--- config.mk ---
export PLATFORM = sky130hd
export DESIGN_NAME = adcsc_control
export DESIGN_NICKNAME = d
export VERILOG_FILES = /design/src/include/adcsc_pkg.sv /design/src/hw/adcsc_control.sv
export VERILOG_INCLUDE_DIRS = /design/src /design/src/include
export SDC_FILE = /design/constraint.sdc
export NUM_CORES = 1
export LEC_CHECK = 0
export BUFFER_PORTS_ARGS = -buffer_cell sky130_fd_sc_hd__buf_2
export CAP_MARGIN = 20
export CORE_MARGIN = 3
export CORE_UTILIZATION = 45
export CTS_CLUSTER_DIAMETER = 30
export DETAILED_ROUTE_END_ITERATION = 6
export PLACE_DENSITY = 0.71
export SLEW_MARGIN = 10
export SYNTH_ARGS = -nofsm -noshare
export SYNTH_HDL_FRONTEND = slang
export SYNTH_SLANG_ARGS = --single-unit
--- constraint.sdc ---
create_clock -name clk -period 2.2 [get_ports clk]
set_input_delay 0.44 -clock clk [delete_from_list [all_inputs] [get_ports clk]]
set_output_delay 0.44 -clock clk [all_outputs]
set_load 0.05 [all_outputs]
--- src/include/adcsc_map.svh ---
// Purpose: offsets, field positions, reset values and timing counts
// Assumes: one aligned 32-bit word per register
// Notes: definitions only
`ifndef ADCSC_MAP_SVH
`define ADCSC_MAP_SVH

// ****************************************************************
// register byte offsets
// ****************************************************************
`define ADCSC_OFF_CTRL_ONE 8'h00
`define ADCSC_OFF_CTRL_TWO 8'h04
`define ADCSC_OFF_RESULT 8'h08

// ****************************************************************
// control one fields
// ****************************************************************
`define ADCSC_C1_PEND 7
`define ADCSC_C1_IEN 6
`define ADCSC_C1_START 5
`define ADCSC_C1_REFSEL 4
`define ADCSC_C1_CHAN_HI 3
`define ADCSC_C1_CHAN_LO 0

// ****************************************************************
// control two fields
// ****************************************************************
`define ADCSC_C2_AUTO 4
`define ADCSC_C2_UAMP 5
`define ADCSC_C2_DIV_HI 3
`define ADCSC_C2_DIV_LO 2
`define ADCSC_C2_ISRC 1
`define ADCSC_C2_GAIN 0

// ****************************************************************
// reset values and timing counts
// ****************************************************************
`define ADCSC_RST_BYTE 8'h00
`define ADCSC_STD_CYCLES 5'h0D
`define ADCSC_AZ_CYCLES 5'h14
`define ADCSC_SAMPLE_CYCLES 5'h03
`define ADCSC_AMP_CHANNEL 4'h0
`define ADCSC_ISRC_CHANNEL 4'h1

`endif

--- src/include/adcsc_pkg.sv ---
// Purpose: types shared by the converter sequencing control
// Assumes: constants live in adcsc_map.svh
// Notes: structs carry grouped fields and analog controls
`default_nettype none

package adcsc_pkg;

    // control one as software sees it
    typedef struct packed {
        logic pending;
        logic intEnable;
        logic softwareConvertTrigger;
        logic refSelect;
        logic [3:0] channelSelect;
    } adcsc_ctrl_one_type;

    // control two as software sees it
    typedef struct packed {
        logic [1:0] spare;
        logic uncommittedAmpEnable;
        logic autoSamplingEnable;
        logic [1:0] clockDivideSelect;
        logic currentSourceEnable;
        logic autozeroAmpEnable;
    } adcsc_ctrl_two_type;

    // controls applied to the analog front end
    typedef struct packed {
        logic [3:0] channel;
        logic refSelect;
        logic autozeroAmpEnable;
        logic uncommittedAmpEnable;
        logic currentSourceEnable;
        logic sampleHold;
        logic busy;
    } adcsc_analog_type;

    // sequencer states
    typedef enum logic [0:0] {
        ST_IDLE,
        ST_CONVERT
    } adcsc_state_type;

endpackage : adcsc_pkg

`default_nettype wire

--- src/hw/adcsc_control.sv ---
// Purpose: sequencing control of an 8-bit converter with 16-input mux
// Assumes: AHB-Lite single word transfers, inputs synchronous to clk
// Notes: zero wait states; the quantiser result arrives on convData
`include "adcsc_map.svh"
`timescale 1ns/100ps
`default_nettype none

module adcsc_control
    import adcsc_pkg::*;
(
    // clock and reset
    input wire logic clk,
    input wire logic rst_n,
    // AHB-Lite slave
    input wire logic hsel,
    input wire logic [7:0] haddr,
    input wire logic [1:0] htrans,
    input wire logic hwrite,
    input wire logic [2:0] hsize,
    input wire logic hready,
    input wire logic [31:0] hwdata,
    output logic [31:0] hrdata,
    output logic hreadyout,
    output logic hresp,
    // analog front end and timer
    input wire logic [7:0] convData,
    input wire logic timerSampleStrobe,
    output adcsc_analog_type analogCtrl,
    // interrupt to the core
    output logic conversionInterrupt
);

    // ****************************************************************
    // bus address phase capture
    // ****************************************************************
    logic wrPending_reg;
    logic [7:0] wrAddr_reg;
    logic addrValid;

    // a valid address phase; size is fixed to a word by the master
    assign addrValid = hsel && hready && htrans[1];

    // writes land in the data phase, so hold the address one cycle
    always_ff @(posedge clk or negedge rst_n) begin
        if (!rst_n) begin
            wrPending_reg <= 1'b0;
            wrAddr_reg <= 8'h00;
        end else begin
            wrPending_reg <= addrValid && hwrite;
            wrAddr_reg <= haddr;
        end
    end

    // zero wait states and always OKAY
    assign hreadyout = 1'b1;
    assign hresp = 1'b0;

    // ****************************************************************
    // register storage
    // ****************************************************************
    adcsc_ctrl_one_type ctrlOne_reg;
    adcsc_ctrl_two_type ctrlTwo_reg;
    logic [7:0] result_reg;
    adcsc_state_type state_reg;
    logic wrOne;
    logic wrTwo;
    logic startNow;
    logic endConv;

    assign wrOne = wrPending_reg && (wrAddr_reg == `ADCSC_OFF_CTRL_ONE);
    assign wrTwo = wrPending_reg && (wrAddr_reg == `ADCSC_OFF_CTRL_TWO);

    // control one; hardware set of pending beats a software clear
    always_ff @(posedge clk or negedge rst_n) begin
        if (!rst_n) begin
            ctrlOne_reg <= `ADCSC_RST_BYTE;
        end else begin
            if (wrOne) begin
                ctrlOne_reg <= hwdata[7:0];
                if (state_reg == ST_CONVERT) begin
                    // a start bit written mid-conversion stays as it was
                    ctrlOne_reg.softwareConvertTrigger <=
                        ctrlOne_reg.softwareConvertTrigger;
                end
            end
            if (endConv) begin
                ctrlOne_reg.pending <= 1'b1;
                ctrlOne_reg.softwareConvertTrigger <= 1'b0;
            end
        end
    end

    // control two; every bit stored as written, even during a conversion
    always_ff @(posedge clk or negedge rst_n) begin
        if (!rst_n) begin
            ctrlTwo_reg <= `ADCSC_RST_BYTE;
        end else if (wrTwo) begin
            ctrlTwo_reg <= hwdata[7:0];
        end
    end

    // result is only loaded by the sequencer; bus writes cannot reach it
    always_ff @(posedge clk or negedge rst_n) begin
        if (!rst_n) begin
            result_reg <= `ADCSC_RST_BYTE;
        end else if (endConv) begin
            result_reg <= convData;
        end
    end

    // ****************************************************************
    // read mux, registered in the address phase
    // ****************************************************************
    function automatic logic [7:0] readMux(input logic [7:0] addr,
                                           input logic [7:0] one,
                                           input logic [7:0] two,
                                           input logic [7:0] res);
        logic [7:0] value;
        value = 8'h00;
        case (addr)
            `ADCSC_OFF_CTRL_ONE: value = one;
            `ADCSC_OFF_CTRL_TWO: value = two;
            `ADCSC_OFF_RESULT: value = res;
            default: value = 8'h00;
        endcase
        return value;
    endfunction : readMux

    // unmapped addresses read zero; upper bits always zero
    always_ff @(posedge clk or negedge rst_n) begin
        if (!rst_n) begin
            hrdata <= 32'h0000_0000;
        end else if (addrValid && !hwrite) begin
            hrdata <= {24'h00_0000,
                       readMux(haddr, ctrlOne_reg, ctrlTwo_reg, result_reg)};
        end
    end

    // ****************************************************************
    // start detection
    // ****************************************************************
    logic strobeLast_reg;
    logic strobeRise;
    logic swStart;

    always_ff @(posedge clk or negedge rst_n) begin
        if (!rst_n) begin
            strobeLast_reg <= 1'b0;
        end else begin
            strobeLast_reg <= timerSampleStrobe;
        end
    end

    assign strobeRise = timerSampleStrobe && !strobeLast_reg;
    // a write of one to the start bit while idle is a command
    assign swStart = wrOne && hwdata[`ADCSC_C1_START];
    // strobe only counts with auto-sampling on; software start works with it on or off
    assign startNow = (state_reg == ST_IDLE) &&
        (swStart || (ctrlTwo_reg.autoSamplingEnable && strobeRise));

    // ****************************************************************
    // conversion clock divider
    // ****************************************************************
    logic [2:0] divCnt_reg;
    logic [1:0] divSel_reg;
    logic convTick;

    // divide by 2**select, minus one as the terminal count
    function automatic logic [2:0] divLast(input logic [1:0] sel);
        logic [2:0] last;
        last = 3'h0;
        case (sel)
            2'h0: last = 3'h0;
            2'h1: last = 3'h1;
            2'h2: last = 3'h3;
            default: last = 3'h7;
        endcase
        return last;
    endfunction : divLast

    assign convTick = (state_reg == ST_CONVERT) &&
        (divCnt_reg == divLast(divSel_reg));

    // divider restarts with each conversion so the length is exact
    always_ff @(posedge clk or negedge rst_n) begin
        if (!rst_n) begin
            divCnt_reg <= 3'h0;
        end else if (startNow || convTick) begin
            divCnt_reg <= 3'h0;
        end else if (state_reg == ST_CONVERT) begin
            divCnt_reg <= divCnt_reg + 3'h1;
        end
    end

    // ****************************************************************
    // sequencer
    // ****************************************************************
    logic [4:0] convCnt_reg;
    logic [4:0] convLast_reg;

    assign endConv = convTick && (convCnt_reg == convLast_reg);

    always_ff @(posedge clk or negedge rst_n) begin
        if (!rst_n) begin
            state_reg <= ST_IDLE;
        end else begin
            case (state_reg)
                ST_IDLE: begin
                    if (startNow) begin
                        state_reg <= ST_CONVERT;
                    end
                end
                ST_CONVERT: begin
                    if (endConv) begin
                        state_reg <= ST_IDLE;
                    end
                end
                default: state_reg <= ST_IDLE;
            endcase
        end
    end

    // conversion clock count, cleared at trigger
    always_ff @(posedge clk or negedge rst_n) begin
        if (!rst_n) begin
            convCnt_reg <= 5'h00;
        end else if (startNow) begin
            convCnt_reg <= 5'h00;
        end else if (convTick) begin
            convCnt_reg <= convCnt_reg + 5'h01;
        end
    end

    // settings frozen at trigger; later writes wait for the next conversion
    logic ampApplied_reg;
    logic [3:0] chanApplied_reg;
    logic refApplied_reg;
    logic uampApplied_reg;
    logic autoZeroPath;
    logic [3:0] trigChannel;

    // a start write brings its own channel; the stored one is still the old value
    assign trigChannel = swStart ? hwdata[`ADCSC_C1_CHAN_HI:`ADCSC_C1_CHAN_LO]
                                 : ctrlOne_reg.channelSelect;

    // the autozero path is the amplifier channel with the amplifier on
    assign autoZeroPath = ctrlTwo_reg.autozeroAmpEnable &&
        (trigChannel == `ADCSC_AMP_CHANNEL);

    always_ff @(posedge clk or negedge rst_n) begin
        if (!rst_n) begin
            ampApplied_reg <= 1'b0;
            chanApplied_reg <= 4'h0;
            refApplied_reg <= 1'b0;
            uampApplied_reg <= 1'b0;
            divSel_reg <= 2'h0;
            convLast_reg <= `ADCSC_STD_CYCLES - 5'h01;
        end else if (startNow) begin
            ampApplied_reg <= ctrlTwo_reg.autozeroAmpEnable;
            chanApplied_reg <= trigChannel;
            refApplied_reg <= swStart ? hwdata[`ADCSC_C1_REFSEL]
                                      : ctrlOne_reg.refSelect;
            uampApplied_reg <= ctrlTwo_reg.uncommittedAmpEnable;
            divSel_reg <= ctrlTwo_reg.clockDivideSelect;
            convLast_reg <= autoZeroPath ? `ADCSC_AZ_CYCLES - 5'h01
                                         : `ADCSC_STD_CYCLES - 5'h01;
        end
    end

    // ****************************************************************
    // outputs
    // ****************************************************************
    always_comb begin
        analogCtrl.channel = chanApplied_reg;
        analogCtrl.refSelect = refApplied_reg;
        analogCtrl.autozeroAmpEnable = ampApplied_reg;
        analogCtrl.uncommittedAmpEnable = uampApplied_reg;
        // source follows the bit live; software keeps it on for its channel
        analogCtrl.currentSourceEnable = ctrlTwo_reg.currentSourceEnable;
        analogCtrl.sampleHold = (state_reg == ST_CONVERT) &&
            (convCnt_reg < `ADCSC_SAMPLE_CYCLES);
        analogCtrl.busy = (state_reg == ST_CONVERT);
    end

    // level interrupt: stays until software clears pending or the enable
    assign conversionInterrupt = ctrlOne_reg.pending && ctrlOne_reg.intEnable;

    // ****************************************************************
    // checks
    // ****************************************************************
    // eight bits: the longest conversion is 160 core cycles
    logic [7:0] cycCnt_reg;
    logic [7:0] cycWant;

    // core cycles spent in the running conversion
    always_ff @(posedge clk or negedge rst_n) begin
        if (!rst_n) begin
            cycCnt_reg <= 8'h00;
        end else if (startNow) begin
            cycCnt_reg <= 8'h00;
        end else if (state_reg == ST_CONVERT) begin
            cycCnt_reg <= cycCnt_reg + 8'h01;
        end
    end

    assign cycWant = 8'({3'h0, convLast_reg} + 8'h01) *
        8'({5'h0, divLast(divSel_reg)} + 8'h01) - 8'h01;
endmodule : adcsc_control

`default_nettype wire

Word level (Yosys, flattened, before mapping) --
Index checks and enable logic that the tools add are counted.
Operators by class: multiplexer cells 16, magnitude comparators 1, reductions and logical operators 27, divide/modulo/power cells 0, multipliers 0, equal/unequal tests 8, add/subtract/negate cells 2, shifts and indexed selects 0, bitwise gates (word level) 1
Operator list (number):
- one-hot mux 8 bit (3 select lines) | 1
- == test 8 x 3 -> 1 bit, second input constant | 2
- zero test 8 bit | 2
- logical AND 1 bit | 15
- two-way mux 5 bit | 3
- one-hot mux 3 bit (3 select lines) | 1
- == test 8 x 4 -> 1 bit, second input constant | 1
- two-way mux 8 bit | 1
- two-way mux 1 bit | 6
- two-way mux 3 bit | 2
- nonzero test 2 bit | 3
- adder 5 x 1 -> 5 bit, second input constant | 1
- == test 5 bit | 1
- < comparator 5 x 2 -> 1 bit, second input constant | 1
- zero test 4 bit | 1
- two-way mux 4 bit | 1
- adder 3 x 1 -> 3 bit, second input constant | 1
- == test 3 bit | 1
- == test 2 x 1 -> 1 bit, second input constant | 1
- == test 2 bit, second input constant | 1
- zero test 1 bit | 2
- zero test 2 bit | 1
- logical OR 1 bit | 2
- != test 2 x 1 -> 1 bit, second input constant | 1
- 3 further kinds | 3
Word-level totals: output and inout port bits 45, RAM bits 0, input port bits 59, bits in read-only memories 0, latch bits 0, memories kept 0, register bits 65, word-level logic and storage cells 80

Depth between registers and ports, before layout --
Gate-level depths: netlist (run 1).
depth in word-level cells 7, gate-level depth with buffers 6, mapped depth without buffers 4

Worst setup path after synthesis (run 1) --
Ideal clock, no wire load.
path kind reg-to-output, from reg state_reg, to out analogCtrl[1] (netlist name), setup slack -0.116 ns, cell stages (with the launch flop) 4, data required time 1.760 ns, arrival 1.876 ns, buffers on the path 1, cells stage by stage dfrtp_1 -> clkbuf_1 -> inv_1 -> nor3_1
RTL lines:
- from (decl) | line adcsc_control.sv:64 | adcsc_state_type state_reg;
- from (signal assigned) | line adcsc_control.sv:205 | state_reg <= ST_IDLE;
- from (signal assigned) | line adcsc_control.sv:210 | state_reg <= ST_CONVERT;
- from (signal assigned) | line adcsc_control.sv:215 | state_reg <= ST_IDLE;
- to (decl) | line adcsc_control.sv:28 | output adcsc_analog_type analogCtrl,

Final worst setup path (run 1) --
from reg divCnt_reg[2], to reg result_reg[7]
Between the ends: word-level cells in the longest chain between the ends 3
RTL lines:
- from (decl) | line adcsc_control.sv:164 | logic [2:0] divCnt_reg;
- from (signal assigned) | line adcsc_control.sv:191 | divCnt_reg <= divCnt_reg + 3'h1;
- == test 3 bit | line adcsc_control.sv:182 | (divCnt_reg == divLast(divSel_reg));
- logical AND 1 bit | line adcsc_control.sv:181 | assign convTick = (state_reg == ST_CONVERT) &&
- logical AND 1 bit | line adcsc_control.sv:201 | assign endConv = convTick && (convCnt_reg == convLast_reg);
- to (signal assigned) | line adcsc_control.sv:105 | result_reg <= `ADCSC_RST_BYTE;
- to (signal assigned) | line adcsc_control.sv:107 | result_reg <= convData;
- to (decl) | line adcsc_control.sv:63 | logic [7:0] result_reg;
No other way between the ends. A chain may end at the register's enable or synchronous reset.

==> results of run 1 <==
==> power breakdown <==
group | internal (mW) | switching [mW] | leakage, nW
registers | 1.35 | 0.202 | 0.783
logic | 0.401 | 0.579 | 0.841
clock network | 0.549 | 0.446 | 0.102
==> per-stage QoR <==
step,instances,setup slack (ns)
2_1_floorplan,274,0.160
3_3_place_gp,375,0.0497
3_5_place_dp,375,0.0174
4_1_cts,391,0.193
5_1_grt,391,0.0253
6_report,391,0.169
==> worst max path at each step <==
stage / cells after the start / end
floorplan: 5 / hrdata[0]
global placement: 6 / hrdata[1]
detailed placement: 6 / hrdata[4]
CTS: 5 / result_reg[4]
global route: 5 / result_reg[0]
finish: 5 / result_reg[7]
==> cell usage after synthesis (2+ instances only) <==
library cell	number
nor3_1	11
mux2i_1	18
buf_2	2
and3_1	2
nor4_1	4
o211ai_1	2
dfrtp_1	61
nand4_1	2
a211o_1	2
and2_1	2
nor4b_1	2
a21oi_1	5
buf_4	31
ha_1	2
and4_1	3
a32oi_1	2
inv_1	4
nor2b_1	3
a221o_1	8
or4_1	3
nor2_1	6
mux2_2	26
clkbuf_1	4
buf_1	2
nand2_1	10
a22o_1	2
o22ai_1	2
conb_1	2
nand3_1	4
o21ai_0	6
nor4bb_1	2
==> cell families (layout without fill, tap and decap cells) <==
family,count (synthesis),count (layout),synth area share
buf+inv,44,84,0.0975
fa+ha+maj,2,2,0.00837
mux,44,44,0.158
flops,62,62,0.519
xor+xnor,1,1,0.00293
other cells,2,26,0.00251
simple gates,60,60,0.123
compound gates,35,35,0.0883
==> routing by layer <==
metal | up-vias | share of wire
li1 | 984 | -
met1 | 1007 | 0.45
met2 | 60 | 0.48
met3 | 12 | 0.053
met4 | 0 | 0.017
met5 | - | 0
==> layout make-up <==
cell class / count / area [um2] / share of cell area
clock inverter: 6 / 61.3 / 0.0176
clock buffer: 10 / 138 / 0.0396
sequential: 62 / 1550 / 0.447
timing repair buffer: 64 / 370 / 0.107
tap: 77 / 96.3 / 0.0277
multi-input combinational: 168 / 1240 / 0.357
inverter: 4 / 15.0 / 0.00432
==> worst max-delay path, cell delays in order (launching register included) <==
cell,delay [ns]
dfrtp_1,0.45
nor4bb_1,0.53
o211ai_1,0.18
a21oi_1,0.17
buf_4,0.23
mux2_2,0.35
==> metrics.txt, run 1 <==
dominant synthesized flop cell=dfrtp_1; die area=about 7700 um2; drt drc=0; Via Count=approximately 2.1k; met2 Use GR=0.258; most common cell after layout, fill and taps aside=dfrtp_1; critical path arrival=2.25 ns; final setup violation count=0; post-cts resize count=0; reg2reg setup slack=0.17 ns; die height=87.5 um; post-route clock period utilization=0.923; # port buffers=49; postcts setup bufs=0; Num CTS Buffers=9; Worst VDD drop=0.000598 V; Bufs on Longest Clock Path=2; Die Span X=87.5 um; overall global routing resource usage=0.171; static leakage=about 1.7 nW; Slew HR=0.639; Tot Pwr=roughly 3.5 mW; status=completed; Avg Cell Area, Syn=12.0 um2; Final Hold Fails=0; Critical Path RT=around 2.4 ns; Min Hold Slack=0.0981 ns; # IOs=104; GR Util met1=0.225; first drt pass iteration count=4; htree depth=3; clock tree from TritonCTS=built; critical path peak fanout=11; post-route cell area=3470 um2; clock slew at reported path FFs=0.07 ns; largest net degree at the start of global routing=63; # hold bufs at CTS=0; Async SR Flop Fraction=1.00; Layout area overhead=16.2%; CP startpoint kind=flip-flop; Post-Syn Area=around 3000 um2; initial DRC count=a little over 80; number of global-route vias before repair=1,971; fill count=around 550; clk_lat worst skew=around 0.34 ns; final setup skew=roughly 0.010 ns; Yosys warning count=0; setup_tns=0 ns; RSZ-0062 raised after global routing=no; core area=6390 um2; most frequent cells in the layout=61 x dfrtp_1, 49 x buf_2, 26 x mux2_2, 26 x conb_1, 18 x mux2i_1; dpl hpwl=4290 um; share of post-route cells with drive strength above 1=0.350; max-slew violations=0; post-placement cell area=3280 um2; initial core utilization=0.468; Detail Route Antenna Nets=0; Final #Nets=between 300 and 400; WL final=6110 um; most used routing layer=met2; HP Class=input pin to asynchronous set/reset pin; post-layout min period=2.03 ns; initial antenna violation count=0; post-DR vias/cell=5.28; Yosys reg bits=62; Layout Utilization=0.544; Rows=29; Remaining Overflow, GRT=0; Yosys cell types=46; pwr dens=approximately 1000 nW/um2; R2R Path End=result_reg[7]; CP endpoint kind=flip-flop; clock sinks=62; post-synthesis sequential area ratio=0.519; total of max-cap violations=0; cell taking the most area after synthesis=dfrtp_1; Ant. Diodes=0; fmax=492 MHz; drt wl/cell=between 15 and 20 um; Worst Tran Pin Value=0.534 ns; Syn Inst Count=250; Crit. Startpoint=divCnt_reg[2]; clk root buf=clkbuf_8; GP Congestion=0.806; ranking of synthesized cells by area=dfrtp_1 51%, mux2_2 9.8%, buf_4 7.8%; launching point of the worst reg2reg path=divCnt_reg[2]; global-route wire length before repair=9780 um; routing usage on met3=0.0539; Setup CP Type=flip-flop to flip-flop; post-synth top area share=0.510; R2R cell count=5; EDFF count, synth=0
Power figures use the tool's default switching activity.
==> run 2, diff against run 1 <==
Settings changed: REMOVE_ABC_BUFFERS from default to 1.
==> metrics.txt, run 2 (synthesized netlist as in run 1, its figures left out) <==
overall global routing resource usage=0.173; CP endpoint kind=primary output; WL final=6090 um; clock sinks=62; pwr dens=slightly above 1000 nW/um2; launching point of the worst reg2reg path=divCnt_reg[1]; clk_lat worst skew=0.33 ns; Worst Tran Pin Value=0.505 ns; Slew HR=0.660; final setup skew=~0.0077 ns; max-slew violations=0; dpl hpwl=between 4000 and 5000 um; static leakage=1.74 nW; initial antenna violation count=0; reg2reg setup slack=~0.26 ns; R2R Path End=result_reg[7]; fmax=~510 MHz; Bufs on Longest Clock Path=2; Final Hold Fails=0; Via Count=around 2.1k; # port buffers=49; Rows=29; Remaining Overflow, GRT=0; htree depth=3; R2R cell count=5; post-cts resize count=0; Setup CP Type=flip-flop to primary output; drt drc=0; Num CTS Buffers=9; die height=87.5 um; post-DR vias/cell=5.29; clock slew at reported path FFs=0.07 ns; Tot Pwr=3.59 mW; Die Span X=87.5 um; post-route clock period utilization=0.888; post-layout min period=1.95 ns; clock tree from TritonCTS=built; Layout Utilization=0.546; clk root buf=clkbuf_8; CP startpoint kind=flip-flop; HP Class=input pin to asynchronous set/reset pin; most common cell after layout, fill and taps aside=dfrtp_1; total of max-cap violations=0; Detail Route Antenna Nets=0; initial DRC count=between 60 and 70; GP Congestion=0.771; # IOs=104; fill count=552; number of global-route vias before repair=2,023; share of post-route cells with drive strength above 1=0.341; # hold bufs at CTS=0; final setup violation count=0; first drt pass iteration count=5; largest net degree at the start of global routing=28; Ant. Diodes=0; most frequent cells in the layout=61 x dfrtp_1, 49 x buf_2, 26 x mux2_2, 26 x conb_1, 18 x mux2i_1; global-route wire length before repair=9940 um; RSZ-0062 raised after global routing=no; core area=6390 um2; FF+latch area=1550 um2; Final #Nets=370; critical path peak fanout=7; Critical Path RT=1.76 ns; area of the multi-input gates=1240 um2; initial core utilization=0.468; Layout area overhead=16.6%; status=completed; die area=7660 um2; Worst VDD drop=0.000889 V; drt wl/cell=15.6 um; postcts setup bufs=0; critical path arrival=1.51 ns; Min Hold Slack=between 0.02 and 0.03 ns
[run 2: how the worst max path moves through the flow]
stage	from	endpoint	slack (ns)	cells after the start
global route	divCnt_reg[1]	result_reg[7]	0.06	5
detailed placement	haddr[5]	hrdata[7]	0.02	6
finish	convCnt_reg[0]	analogCtrl[1]	0.25	3
floorplan	state_reg	analogCtrl[1]	-0.35	2
CTS	convCnt_reg[0]	analogCtrl[1]	0.24	3
global placement	haddr[5]	hrdata[3]	0.06	6
[run 2: power breakdown]
| group | internal (mW) | switching, mW |
|---|---|---|
| Combinational | 0.392 | 0.588 |
| Sequential | 1.35 | 0.187 |
| Clock | 0.666 | 0.411 |
[run 2: metal layers]
layer / vias to the layer above / GRT usage / share of wire
met5: - / 0 / 0
met4: 0 / 0.0753 / 0.021
met3: 11 / 0.0407 / 0.048
met2: 57 / 0.279 / 0.49
met1: 1017 / 0.223 / 0.44
li1: 984 / - / -
[run 2: worst max-delay path, stage by stage, from the launching register on]
cell and delay [ns]:
dfrtp_1 0.44, a211o_1 0.31, nor3_1 0.14, buf_2 0.29
[run 2: metrics by stage]
step / setup WS (ns) / instance area (um2) / setup TNS, ns / cells
6_report: 0.246 / 3490 / 0 / 391
5_1_grt: 0.0644 / 3490 / 0 / 391
4_1_cts: 0.237 / 3490 / 0 / 391
3_5_place_dp: 0.0237 / 3270 / 0 / 375
3_3_place_gp: 0.0614 / 3270 / 0 / 375
2_1_floorplan: -0.349 / 2800 / -1.62 / 234
[run 2: cell type report]
class | count | area share
Clock inverter | 4 | 0.0201
Tap cell | 77 | 0.0276
Inverter | 4 | 0.00431
Clock buffer | 12 | 0.0416
Sequential cell | 62 | 0.445
Multi-Input combinational cell | 168 | 0.355
Timing Repair Buffer | 64 | 0.106
